## src/reset_cause_pkg.sv

```systemverilog
/*
 * Constants and carrier types for the reset cause recorder: register
 * indices, bit positions, reset values and the event bundle.
 * Assumes APB with 32-bit data; each register index maps to byte address index*4.
 */
package reset_cause_pkg;

    // ========================================================================
    // register indices (byte address is four times the index)
    localparam logic [9:0] INDEX_BROWNOUT_CONTROL = 10'h191;
    localparam logic [9:0] INDEX_RESET_CAUSE_FLAGS = 10'h192;
    localparam logic [9:0] INDEX_VIOLATION_FLAGS = 10'h193;
    localparam logic [9:0] INDEX_SLEEP_STATUS = 10'h194;
    localparam logic [9:0] INDEX_RESET_CONTROL = 10'h195;
    localparam int PADDR_WIDTH = 12;
    localparam int WORD_LSB = 2;

    // ========================================================================
    // reset_cause_flags bit positions
    localparam int BIT_STACK_OVERFLOW = 7;
    localparam int BIT_STACK_UNDERFLOW = 6;
    localparam int BIT_WINDOW_VIOLATION = 5;
    localparam int BIT_WATCHDOG_RESET = 4;
    localparam int BIT_EXTERNAL_PIN = 3;
    localparam int BIT_RESET_INSTRUCTION = 2;
    localparam int BIT_POWER_ON = 1;
    localparam int BIT_BROWNOUT = 0;

    // other register bit positions
    localparam int BIT_SOFTWARE_BROWNOUT_ENABLE = 7;
    localparam int BIT_BROWNOUT_READY = 0;
    localparam int BIT_MEMORY_VIOLATION = 1;
    localparam int BIT_TIMEOUT = 4;
    localparam int BIT_POWERDOWN = 3;
    localparam int BIT_STACK_RESET_ENABLE = 0;
    localparam int BIT_PROTECTED_AREA_ENABLE = 1;

    // ========================================================================
    // reset values: power-on pattern and brown-out forced bits
    localparam logic [7:0] FLAGS_POWER_ON = 8'h3D;
    localparam logic [7:0] FLAGS_BROWNOUT_MASK = 8'hFD;
    localparam logic [7:0] FLAGS_BROWNOUT_VALUE = 8'h3C;
    localparam logic [1:0] RESET_CONTROL_DEFAULT = 2'h1;

    // brownout_mode_select encodings
    localparam logic [1:0] MODE_ALWAYS_OFF = 2'h0;
    localparam logic [1:0] MODE_SOFTWARE = 2'h1;
    localparam logic [1:0] MODE_OFF_IN_SLEEP = 2'h2;
    localparam logic [1:0] MODE_ALWAYS_ON = 2'h3;

    // restart addresses
    localparam logic [15:0] RESET_VECTOR = 16'h0000;
    localparam logic [15:0] INTERRUPT_VECTOR = 16'h0004;

    // on-chip event pulses, one cycle each, on pclk
    typedef struct packed {
        logic brownout;
        logic watchdog_timeout;
        logic window_violation;
        logic watchdog_wake;
        logic interrupt_wake;
        logic reset_instruction;
        logic stack_overflow;
        logic stack_underflow;
    } reset_events_type;

endpackage : reset_cause_pkg

```

## src/reset_cause_recorder.sv

```systemverilog
/*
 * Reset cause recorder: detects memory execution violations, records the
 * cause of every reset in sticky flags reachable over APB, tracks the
 * sleep status bits and drives the brown-out enable.
 * Assumes presetn is the power-on reset, event pulses come from pclk logic,
 * and the external reset pin and brown-out ready level are asynchronous.
 */
`timescale 1ns/1ps
module reset_cause_recorder
    import reset_cause_pkg::*;
#(
    parameter int ADDR_WIDTH = 16,
    parameter int PROGRAM_WORDS = 4096,
    parameter int PROTECTED_WORDS = 128
)
(
    input wire logic pclk,
    input wire logic presetn,
    input wire logic psel,
    input wire logic penable,
    input wire logic pwrite,
    input wire logic [PADDR_WIDTH-1:0] paddr,
    input wire logic [31:0] pwdata,
    output logic [31:0] prdata,
    output logic pready,
    output logic pslverr,
    input wire logic external_reset_pin_n,
    input wire logic brownout_circuit_ready,
    input wire logic [1:0] brownout_mode_select,
    input wire reset_events_type events,
    input wire logic sleeping,
    input wire logic global_interrupt_enable,
    input wire logic fetch_execute,
    input wire logic [ADDR_WIDTH-1:0] fetch_address,
    output logic device_reset_request,
    output logic resume_next,
    output logic interrupt_vector_load,
    output logic [15:0] restart_address,
    output logic brownout_enable
);

    // ========================================================================
    // storage
    logic [7:0] reset_cause_flags;
    logic memory_violation_flag;
    logic timeout_status;
    logic powerdown_status;
    logic software_brownout_enable;
    logic [1:0] reset_control;
    logic pin_sync_first;
    logic pin_sync_second;
    logic pin_level_last;
    logic ready_sync_first;
    logic brownout_ready;

    // ========================================================================
    // synchronisers for pin and analog inputs
    always_ff @(posedge pclk or negedge presetn)
    begin
        if (!presetn)
        begin
            pin_sync_first <= 1'b1;
            pin_sync_second <= 1'b1;
            pin_level_last <= 1'b1;
            ready_sync_first <= 1'b0;
            brownout_ready <= 1'b0;
        end
        else
        begin
            pin_sync_first <= external_reset_pin_n;
            pin_sync_second <= pin_sync_first;
            pin_level_last <= pin_sync_second;
            ready_sync_first <= brownout_circuit_ready;
            brownout_ready <= ready_sync_first;
        end
    end

    // ========================================================================
    // event decode
    logic stack_reset_enable;
    logic protected_area_enable;
    logic pin_reset;
    logic fetch_invalid;
    logic memory_violation;
    logic stack_overflow_reset;
    logic stack_underflow_reset;
    logic any_reset;

    assign stack_reset_enable = reset_control[BIT_STACK_RESET_ENABLE];
    assign protected_area_enable = reset_control[BIT_PROTECTED_AREA_ENABLE];
    // falling edge of the synchronised pin
    assign pin_reset = pin_level_last & ~pin_sync_second;
    // beyond memory, or inside the top protected area when enabled
    assign fetch_invalid = (32'(fetch_address) >= 32'(PROGRAM_WORDS))
        | (protected_area_enable
           & (32'(fetch_address) >= 32'(PROGRAM_WORDS - PROTECTED_WORDS)));
    assign memory_violation = fetch_execute & fetch_invalid;
    assign stack_overflow_reset = events.stack_overflow & stack_reset_enable;
    assign stack_underflow_reset = events.stack_underflow & stack_reset_enable;
    assign any_reset = events.brownout | events.watchdog_timeout | events.window_violation
        | events.reset_instruction | stack_overflow_reset | stack_underflow_reset
        | pin_reset | memory_violation;

    // event sources other than brown-out drive each flag only toward its active level
    logic [7:0] hw_clear;
    logic [7:0] hw_set;

    always_comb
    begin
        hw_clear = 8'h00;
        hw_set = 8'h00;
        hw_clear[BIT_WATCHDOG_RESET] = events.watchdog_timeout;
        hw_clear[BIT_WINDOW_VIOLATION] = events.window_violation;
        hw_clear[BIT_EXTERNAL_PIN] = pin_reset;
        hw_clear[BIT_RESET_INSTRUCTION] = events.reset_instruction;
        hw_set[BIT_STACK_OVERFLOW] = stack_overflow_reset;
        hw_set[BIT_STACK_UNDERFLOW] = stack_underflow_reset;
    end

    // ========================================================================
    // APB decode
    logic [9:0] word_index;
    logic access;
    logic write_take;
    logic mapped;

    assign word_index = paddr[PADDR_WIDTH-1:WORD_LSB];
    assign access = psel & penable & pready;
    assign write_take = access & pwrite;

    always_comb
    begin
        unique case (word_index)
            INDEX_BROWNOUT_CONTROL,
            INDEX_RESET_CAUSE_FLAGS,
            INDEX_VIOLATION_FLAGS,
            INDEX_SLEEP_STATUS,
            INDEX_RESET_CONTROL: mapped = 1'b1;
            default: mapped = 1'b0;
        endcase
    end

    logic write_flags;
    logic write_violation;
    logic write_brownout;
    logic write_control;

    assign write_flags = write_take & (word_index == INDEX_RESET_CAUSE_FLAGS);
    assign write_violation = write_take & (word_index == INDEX_VIOLATION_FLAGS);
    assign write_brownout = write_take & (word_index == INDEX_BROWNOUT_CONTROL);
    assign write_control = write_take & (word_index == INDEX_RESET_CONTROL);

    // ========================================================================
    // cause flags: power-on via presetn, brown-out forces its pattern
    logic [7:0] next_flags;

    always_comb
    begin
        next_flags = write_flags ? pwdata[7:0] : reset_cause_flags;
        next_flags = (next_flags & ~hw_clear) | hw_set;
        if (events.brownout)
        begin
            next_flags = (next_flags & ~FLAGS_BROWNOUT_MASK)
                | (FLAGS_BROWNOUT_VALUE & FLAGS_BROWNOUT_MASK);
        end
    end

    always_ff @(posedge pclk or negedge presetn)
    begin
        if (!presetn)
        begin
            reset_cause_flags <= FLAGS_POWER_ON;
        end
        else
        begin
            reset_cause_flags <= next_flags;
        end
    end

    // memory violation flag: cleared by violation, pin reset while awake and without brown-out sets it
    always_ff @(posedge pclk or negedge presetn)
    begin
        if (!presetn)
        begin
            memory_violation_flag <= 1'b1;
        end
        else if (memory_violation)
        begin
            memory_violation_flag <= 1'b0;
        end
        else if (pin_reset & ~sleeping & ~events.brownout)
        begin
            memory_violation_flag <= 1'b1;
        end
        else if (write_violation)
        begin
            memory_violation_flag <= pwdata[BIT_MEMORY_VIOLATION];
        end
    end

    // ========================================================================
    // sleep status bits, read-only to software
    always_ff @(posedge pclk or negedge presetn)
    begin
        if (!presetn)
        begin
            timeout_status <= 1'b1;
            powerdown_status <= 1'b1;
        end
        else if (events.brownout)
        begin
            timeout_status <= 1'b1;
            powerdown_status <= 1'b1;
        end
        else if (pin_reset & sleeping)
        begin
            timeout_status <= 1'b1;
            powerdown_status <= 1'b0;
        end
        else if (pin_reset)
        begin
            timeout_status <= timeout_status;
        end
        else if (events.watchdog_timeout | events.window_violation)
        begin
            timeout_status <= 1'b0;
        end
        else if (events.watchdog_wake)
        begin
            timeout_status <= 1'b0;
            powerdown_status <= 1'b0;
        end
        else if (events.interrupt_wake)
        begin
            timeout_status <= 1'b1;
            powerdown_status <= 1'b0;
        end
    end

    // ========================================================================
    // brown-out control and reset control registers
    always_ff @(posedge pclk or negedge presetn)
    begin
        if (!presetn)
        begin
            software_brownout_enable <= 1'b1;
        end
        else if (events.brownout)
        begin
            software_brownout_enable <= 1'b1;
        end
        else if (write_brownout)
        begin
            software_brownout_enable <= pwdata[BIT_SOFTWARE_BROWNOUT_ENABLE];
        end
    end

    always_ff @(posedge pclk or negedge presetn)
    begin
        if (!presetn)
        begin
            reset_control <= RESET_CONTROL_DEFAULT;
        end
        else if (write_control)
        begin
            reset_control <= pwdata[1:0];
        end
    end

    // effective brown-out enable from mode and software bit
    always_ff @(posedge pclk or negedge presetn)
    begin
        if (!presetn)
        begin
            brownout_enable <= 1'b0;
        end
        else
        begin
            unique case (brownout_mode_select)
                MODE_ALWAYS_ON: brownout_enable <= 1'b1;
                MODE_OFF_IN_SLEEP: brownout_enable <= ~sleeping;
                MODE_SOFTWARE: brownout_enable <= software_brownout_enable;
                MODE_ALWAYS_OFF: brownout_enable <= 1'b0;
            endcase
        end
    end

    // ========================================================================
    // core-facing reset and restart outputs
    always_ff @(posedge pclk or negedge presetn)
    begin
        if (!presetn)
        begin
            device_reset_request <= 1'b0;
            resume_next <= 1'b0;
            interrupt_vector_load <= 1'b0;
            restart_address <= RESET_VECTOR;
        end
        else
        begin
            device_reset_request <= any_reset;
            resume_next <= ~any_reset & (events.watchdog_wake | events.interrupt_wake);
            interrupt_vector_load <= ~any_reset & ~events.watchdog_wake
                & events.interrupt_wake & global_interrupt_enable;
            if (any_reset)
            begin
                restart_address <= RESET_VECTOR;
            end
            else if (events.interrupt_wake & global_interrupt_enable)
            begin
                restart_address <= INTERRUPT_VECTOR;
            end
        end
    end

    // ========================================================================
    // APB answer: one wait state, registered read data
    logic [31:0] read_word;

    always_comb
    begin
        read_word = 32'h0000_0000;
        unique case (word_index)
            INDEX_BROWNOUT_CONTROL:
            begin
                read_word[BIT_SOFTWARE_BROWNOUT_ENABLE] = software_brownout_enable;
                read_word[BIT_BROWNOUT_READY] = brownout_ready;
            end
            INDEX_RESET_CAUSE_FLAGS: read_word[7:0] = reset_cause_flags;
            INDEX_VIOLATION_FLAGS: read_word[BIT_MEMORY_VIOLATION] = memory_violation_flag;
            INDEX_SLEEP_STATUS:
            begin
                read_word[BIT_TIMEOUT] = timeout_status;
                read_word[BIT_POWERDOWN] = powerdown_status;
            end
            INDEX_RESET_CONTROL: read_word[1:0] = reset_control;
            default: read_word = 32'h0000_0000;
        endcase
    end

    always_ff @(posedge pclk or negedge presetn)
    begin
        if (!presetn)
        begin
            pready <= 1'b0;
            pslverr <= 1'b0;
            prdata <= 32'h0000_0000;
        end
        else
        begin
            pready <= psel & penable & ~pready;
            pslverr <= psel & penable & ~pready & ~mapped;
            if (psel & penable & ~pready & ~pwrite)
            begin
                prdata <= read_word;
            end
        end
    end

endmodule : reset_cause_recorder

```

## config.mk

```make
export PLATFORM = sky130hd
export DESIGN_NAME = reset_cause_recorder
export DESIGN_NICKNAME = d
export VERILOG_FILES = /design/src/reset_cause_pkg.sv /design/src/reset_cause_recorder.sv
export SDC_FILE = /design/constraint.sdc
export NUM_CORES = 1
export LEC_CHECK = 0
export BUFFER_PORTS_ARGS = -buffer_cell sky130_fd_sc_hd__buf_2
export CORE_ASPECT_RATIO = 0.8
export CORE_MARGIN = 2
export CORE_UTILIZATION = 30
export DETAILED_ROUTE_END_ITERATION = 8
export GPL_TIMING_DRIVEN = 0
export PLACE_DENSITY = 0.58
export SYNTH_ARGS = -nofsm -noshare
export SYNTH_HDL_FRONTEND = slang
export SYNTH_SLANG_ARGS = --single-unit
```

## constraint.sdc

```tcl
create_clock -name pclk -period 4.7 [get_ports pclk]
set_clock_uncertainty 0.1 [all_clocks]
set_input_delay 0.47 -clock pclk [delete_from_list [all_inputs] [get_ports pclk]]
set_output_delay 0.47 -clock pclk [all_outputs]
set_load 0.05 [all_outputs]
```

== Yosys cells after proc, flatten, opt, wreduce, memory -nomap -nowiden ==
Cells that the tools add are included.

* Register bits after elaboration: 49
* Output and inout port bits: 54
* Input port bits: 80

* Bitwise operators: 44
* Order comparisons: 2
* Mux-type cells: 29
* Eq/ne operators: 10
* Reductions and logical operators: 9

{| class="wikitable"
|+ Operator list
! operator !! count
|-
| 10-bit by 9-bit == test with 1-bit output (second input constant) || 5
|-
| 16-bit two-way mux || 2
|-
| 1-bit bitwise AND || 23
|-
| 1-bit two-way mux || 19
|-
| 16-bit by 12-bit greater-or-equal comparator with 1-bit output (second input constant) || 1
|-
| 16-bit by 13-bit greater-or-equal comparator with 1-bit output (second input constant) || 1
|-
| 8-bit two-way mux || 2
|-
| 1-bit bitwise OR || 10
|-
| 8-bit bitwise AND || 1
|-
| 1-bit NOT || 8
|-
| 6-bit NOT with 8-bit output || 1
|-
| 8-bit bitwise OR || 1
|-
| 1-bit one-hot mux with 3 select lines || 2
|-
| 5-bit nonzero test || 1
|-
| 5-bit OR reduction || 1
|-
| 2-bit == test (second input constant) || 2
|-
| 1-bit one-hot mux with 4 select lines || 1
|-
| 2-bit one-hot mux with 2 select lines || 1
|-
| 2-bit nonzero test || 2
|-
| 4-bit nonzero test || 1
|-
| 3-bit by 2-bit inequality test with 1-bit output (second input constant) || 1
|-
| 3-bit inequality test (second input constant) || 1
|-
| 3-bit AND reduction || 1
|-
| 3-bit nonzero test || 1
|-
| 5 further kinds || 5
|}

== Longest topological paths before layout ==
* Depth in word-level cells: 11
* Depth in mapped cells: 6

== Worst setup path after synthesis ==
Ideal clock, no wire load.

* Path type: flip-flop to flip-flop
* Start: register pready
* End: register reset_cause_flags[1]
* Arrival time: 1.701 ns
* Cell stages (with the launch flop): 5
* Slack: 2.774 ns
* Cell sequence: dfrtp_1 -> and4_1 -> clkbuf_1 -> nand4_2 -> mux2_2

* Cells in the longest elaborated chain, start to end: 7

{| class="wikitable"
|+ Ends and longest elaborated chain
! item !! RTL line !! RTL
|-
| from (decl) || reset_cause_recorder.sv:25 || <nowiki>output logic pready,</nowiki>
|-
| from (signal assigned) || reset_cause_recorder.sv:351 || <nowiki>pready <= psel & penable & ~pready;</nowiki>
|-
| 1-bit bitwise AND || reset_cause_recorder.sv:128 || <nowiki>assign access = psel & penable & pready;</nowiki>
|-
| 1-bit bitwise AND || reset_cause_recorder.sv:129 || <nowiki>assign write_take = access & pwrite;</nowiki>
|-
| 1-bit bitwise AND || reset_cause_recorder.sv:148 || <nowiki>assign write_flags = write_take & (word_index == INDEX_RESET_CAUSE_FLAGS);</nowiki>
|-
| 8-bit two-way mux || reset_cause_recorder.sv:159 || <nowiki>next_flags = write_flags ? pwdata[7:0] : reset_cause_flags;</nowiki>
|-
| 8-bit bitwise AND || reset_cause_recorder.sv:160 || <nowiki>next_flags = (next_flags & ~hw_clear) | hw_set;</nowiki>
|-
| 8-bit bitwise OR || reset_cause_recorder.sv:160 ||
|-
| 8-bit two-way mux || reset_cause_recorder.sv:161 || <nowiki>if (events.brownout)</nowiki>
|-
| to (signal assigned) || reset_cause_recorder.sv:176 || <nowiki>reset_cause_flags <= next_flags;</nowiki>
|-
| to (decl) || reset_cause_recorder.sv:44 || <nowiki>logic [7:0] reset_cause_flags;</nowiki>
|}

No other way between the ends.
A chain may end at the register's enable or synchronous reset.

== Worst setup path after layout ==
* Start: register pin_sync_second
* End: register interrupt_vector_load

* Cells in the longest elaborated chain, start to end: 8

{| class="wikitable"
|+ Ends and longest elaborated chain
! item !! RTL line !! RTL
|-
| from (decl) || reset_cause_recorder.sv:51 || <nowiki>logic pin_sync_second;</nowiki>
|-
| from (signal assigned) || reset_cause_recorder.sv:71 || <nowiki>pin_sync_second <= pin_sync_first;</nowiki>
|-
| 1-bit NOT || reset_cause_recorder.sv:92 || <nowiki>assign pin_reset = pin_level_last & ~pin_sync_second;</nowiki>
|-
| 1-bit bitwise AND || reset_cause_recorder.sv:92 ||
|-
| 1-bit bitwise OR (2 in series) || reset_cause_recorder.sv:102 || <nowiki>| pin_reset | memory_violation;</nowiki>
|-
| 1-bit NOT || reset_cause_recorder.sv:303 || <nowiki>interrupt_vector_load <= ~any_reset & ~events.watchdog_wake</nowiki>
|-
| 1-bit bitwise AND || reset_cause_recorder.sv:303 ||
|-
| 1-bit bitwise AND (2 in series) || reset_cause_recorder.sv:304 || <nowiki>& events.interrupt_wake & global_interrupt_enable;</nowiki>
|-
| to (signal assigned) || reset_cause_recorder.sv:303 ||
|-
| to (decl) || reset_cause_recorder.sv:37 || <nowiki>output logic interrupt_vector_load,</nowiki>
|}

No other way between the ends.

==> impl_metrics.toml <==
[placed_design]
dp_hpwl_mm = 3.38
port_buffers = 60
globalplace.congestion = 0.790
placed_area_sq_um = 2440
dp_cells = 358

[clock_tree]
htree_levels = 2
postCtsSetupBuffers = 0
clock_latency_ps = 280
cts_repair_resize_count = 0
clockBufferDepth = 2
cts.sinks = 34
cts_tree = "done"
numCtsBuffers = 5
holdBufCountCts = 0
cts_root_buffer = "clkbuf_8"
cts.clk_slew.worst_paths_ps = 70

[synth]
synth_flop_cell = "dfrtp_1"
synthesis.instances = 179
synth_area_sq_um = 1900
ys_seq_elements = 34
synth_edf_count = 0
yosysWarnings = 0
synth_cell_types = 44
async_flop_share = 1.00
ys_seq_area_frac = 0.457
avgSynthCellArea_sq_um = 10.6

[die]
die_h_um = 75.1
coreArea_sq_um = 6010
dieWidth_um = 92.9
pin_count = 134
num_rows = 25
die_area_sq_um = 6980
initial_utilization = 0.316

[final_layout]
finalNonFillerCells = 366
nets = 364
fin_area_sq_um = 2530
fin_util = 0.422
drive_above_1_share = 0.463
antenna_cells = 0
area_growth_pct = 33.5
reg_top3 = "prdata (8), reset_cause_flags (8), reset_control (2)"
fillers = 608

[setup_path]
path_cells = "nor2b_4 -> buf_6 -> or4b_4 -> a2111oi_4 -> and4b_1"
critPathKind = "register to register"
critPathMaxFanout = 7
slowest_stage = "dfstp_2"
start_kind = "register"
required_ps = 4820
cp.arrival_ps = 2130
cpPeakStageDelay_ps = 550
cp-end-kind = "register"

[grt]
globalRouteTotalUtil = 0.122
grt_overflow = 0
antenna_found_initial = 0
grt_pass1_wl_mm = 6.56
grt_pass1_vias = 1331
grt_start_max_net_pins = 35

[sta]
layout_min_cycle_time_ps = 2010
fmax_mhz = 497
tns_ps = 0
min_period_over_period = 0.428
rsz0062_at_grt = "no"
finalSetupViolations = 0
worst_pin_slew_ps = 758
slew-limit-headroom = 0.495
drv_slew = 0
hold_violations = 0

[routing]
first_iter_violations = 62
via_per_inst = 4.04
wl_per_cell_um = 11.5
wl_mm = 4.22
drt_pass1_iterations = 4
final_antenna_net_count = 0
vias = 1477
drc_errors = 0

[power]
ir_drop_mv = 0.143
power_mw = 0.704
power_density_nw_per_um2 = 278
p_leak_nw = 1.36

[run_status]
outcome = "finished clean"

[hold_path]
hold_class = "primary input to asynchronous set/reset pin"

[job]
cap_violations = 0
==> layout by cell type (no fill, tap or decap), types with 2 or more instances in the layout <==
cell,instances
a21oi_1,7
a22o_1,3
a22oi_1,4
a31oi_1,2
and4_1,2
buf_2,60
buf_4,39
clkbuf_1,7
clkbuf_8,6
conb_1,39
dfrtp_1,21
dfstp_2,13
inv_1,4
mux2_2,4
mux2i_1,9
nand2_1,12
nand2b_1,4
nand4_1,5
nor2_1,7
nor2b_1,3
nor3_1,3
o21ai_0,3
o21bai_1,4
==> stage by stage <==
step | hold slack (ps) | setup slack [ps]
after global routing | 171 | 2540
after global placement | 239 | 2540
after floorplan | 74.4 | 2770
after CTS | 172 | 2680
final | 157 | 2690
after detailed placement | 240 | 2520
==> final timing paths <==
| path | start | end | slack [ps] | depth (start not counted) |
|---|---|---|---|---|
| setup / recovery | pin_sync_second$_DFF_PN1_ | interrupt_vector_load$_DFF_PN0_ | 2690 | 5 |
| hold / removal | presetn | brownout_enable$_DFF_PN0_ | 160 | 1 |
| setup reg to reg | pin_sync_second$_DFF_PN1_ | interrupt_vector_load$_DFF_PN0_ | 2690 | 5 |
| hold reg to reg | ready_sync_first$_DFF_PN0_ | brownout_ready$_DFF_PN0_ | 250 | 0 |
| max in group asynchronous | presetn | resume_next$_DFF_PN0_ | 3860 | 1 |
| min in group pclk | external_reset_pin_n | pin_sync_first$_DFF_PN1_ | 180 | 1 |
==> critical path, delay by kind of cell, from the launching register on <==
| kind | cells | cell delay [ps] |
|---|---|---|
| AOI/OAI and AO/OA | 1 | 400 |
| DFF | 1 | 550 |
| buffers and inverters | 1 | 120 |
| and+or+nand+nor | 3 | 770 |
==> cell families after synthesis <==
| logic type | count (synthesis) | share of synthesized area |
|---|---|---|
| other cells | 1 | 0.00198 |
| buf+inv | 50 | 0.180 |
| flops | 34 | 0.457 |
| mux | 13 | 0.0712 |
| simple gates | 48 | 0.158 |
| compound gates | 33 | 0.133 |
==> Yosys cell counts, drive strengths merged (2+ instances only) <==
master    n  share of area
buf      40           0.16
dfrtp    21           0.28
dfstp    13           0.18
nand2    12          0.024
mux2i     9          0.047
a21oi     7          0.018
nor2      7          0.014
clkbuf    6          0.012
nand4     6          0.023
a22oi     4          0.016
inv       4         0.0079
mux2      4          0.024
nand2b    4          0.013
nor2b     4          0.017
o21ai     4          0.013
o21bai    4          0.016
a22o      3          0.014
nor3      3         0.0079
a2111oi   2          0.019
a31oi     2         0.0066
and4      2         0.0092
nor3b     2          0.011
==> where the power goes <==
group | switching (mW) | total, mW | internal [mW] | leakage [nW]
clock | 0.105 | 0.223 | 0.118 | 0.0482
sequential | 0.00524 | 0.312 | 0.307 | 0.414
combinational | 0.117 | 0.169 | 0.0519 | 0.901
==> metal layers <==
metal / vias to the layer above / routed length [um] / share of wire / GRT usage
met3: 5 / 365 / 0.087 / 0.0410
met2: 58 / 1720 / 0.41 / 0.173
li1: 765 / - / - / -
met5: - / 0 / 0 / 0
met1: 649 / 2100 / 0.50 / 0.178
met4: 0 / 34 / 0.0081 / 0.0343
==> final cells by class <==
type | count | area (sq um) | area share
clock inverter | 1 | 5.00 | 0.00198
buffer | 46 | 327 | 0.129
tap | 81 | 101 | 0.0400
timing repair buffer | 60 | 300 | 0.119
clock buffer | 7 | 86.3 | 0.0341
inverter | 4 | 15.0 | 0.00593
multi-input combinational | 133 | 832 | 0.328
sequential | 34 | 867 | 0.342
No activity file was read; power rests on OpenSTA's default activity.
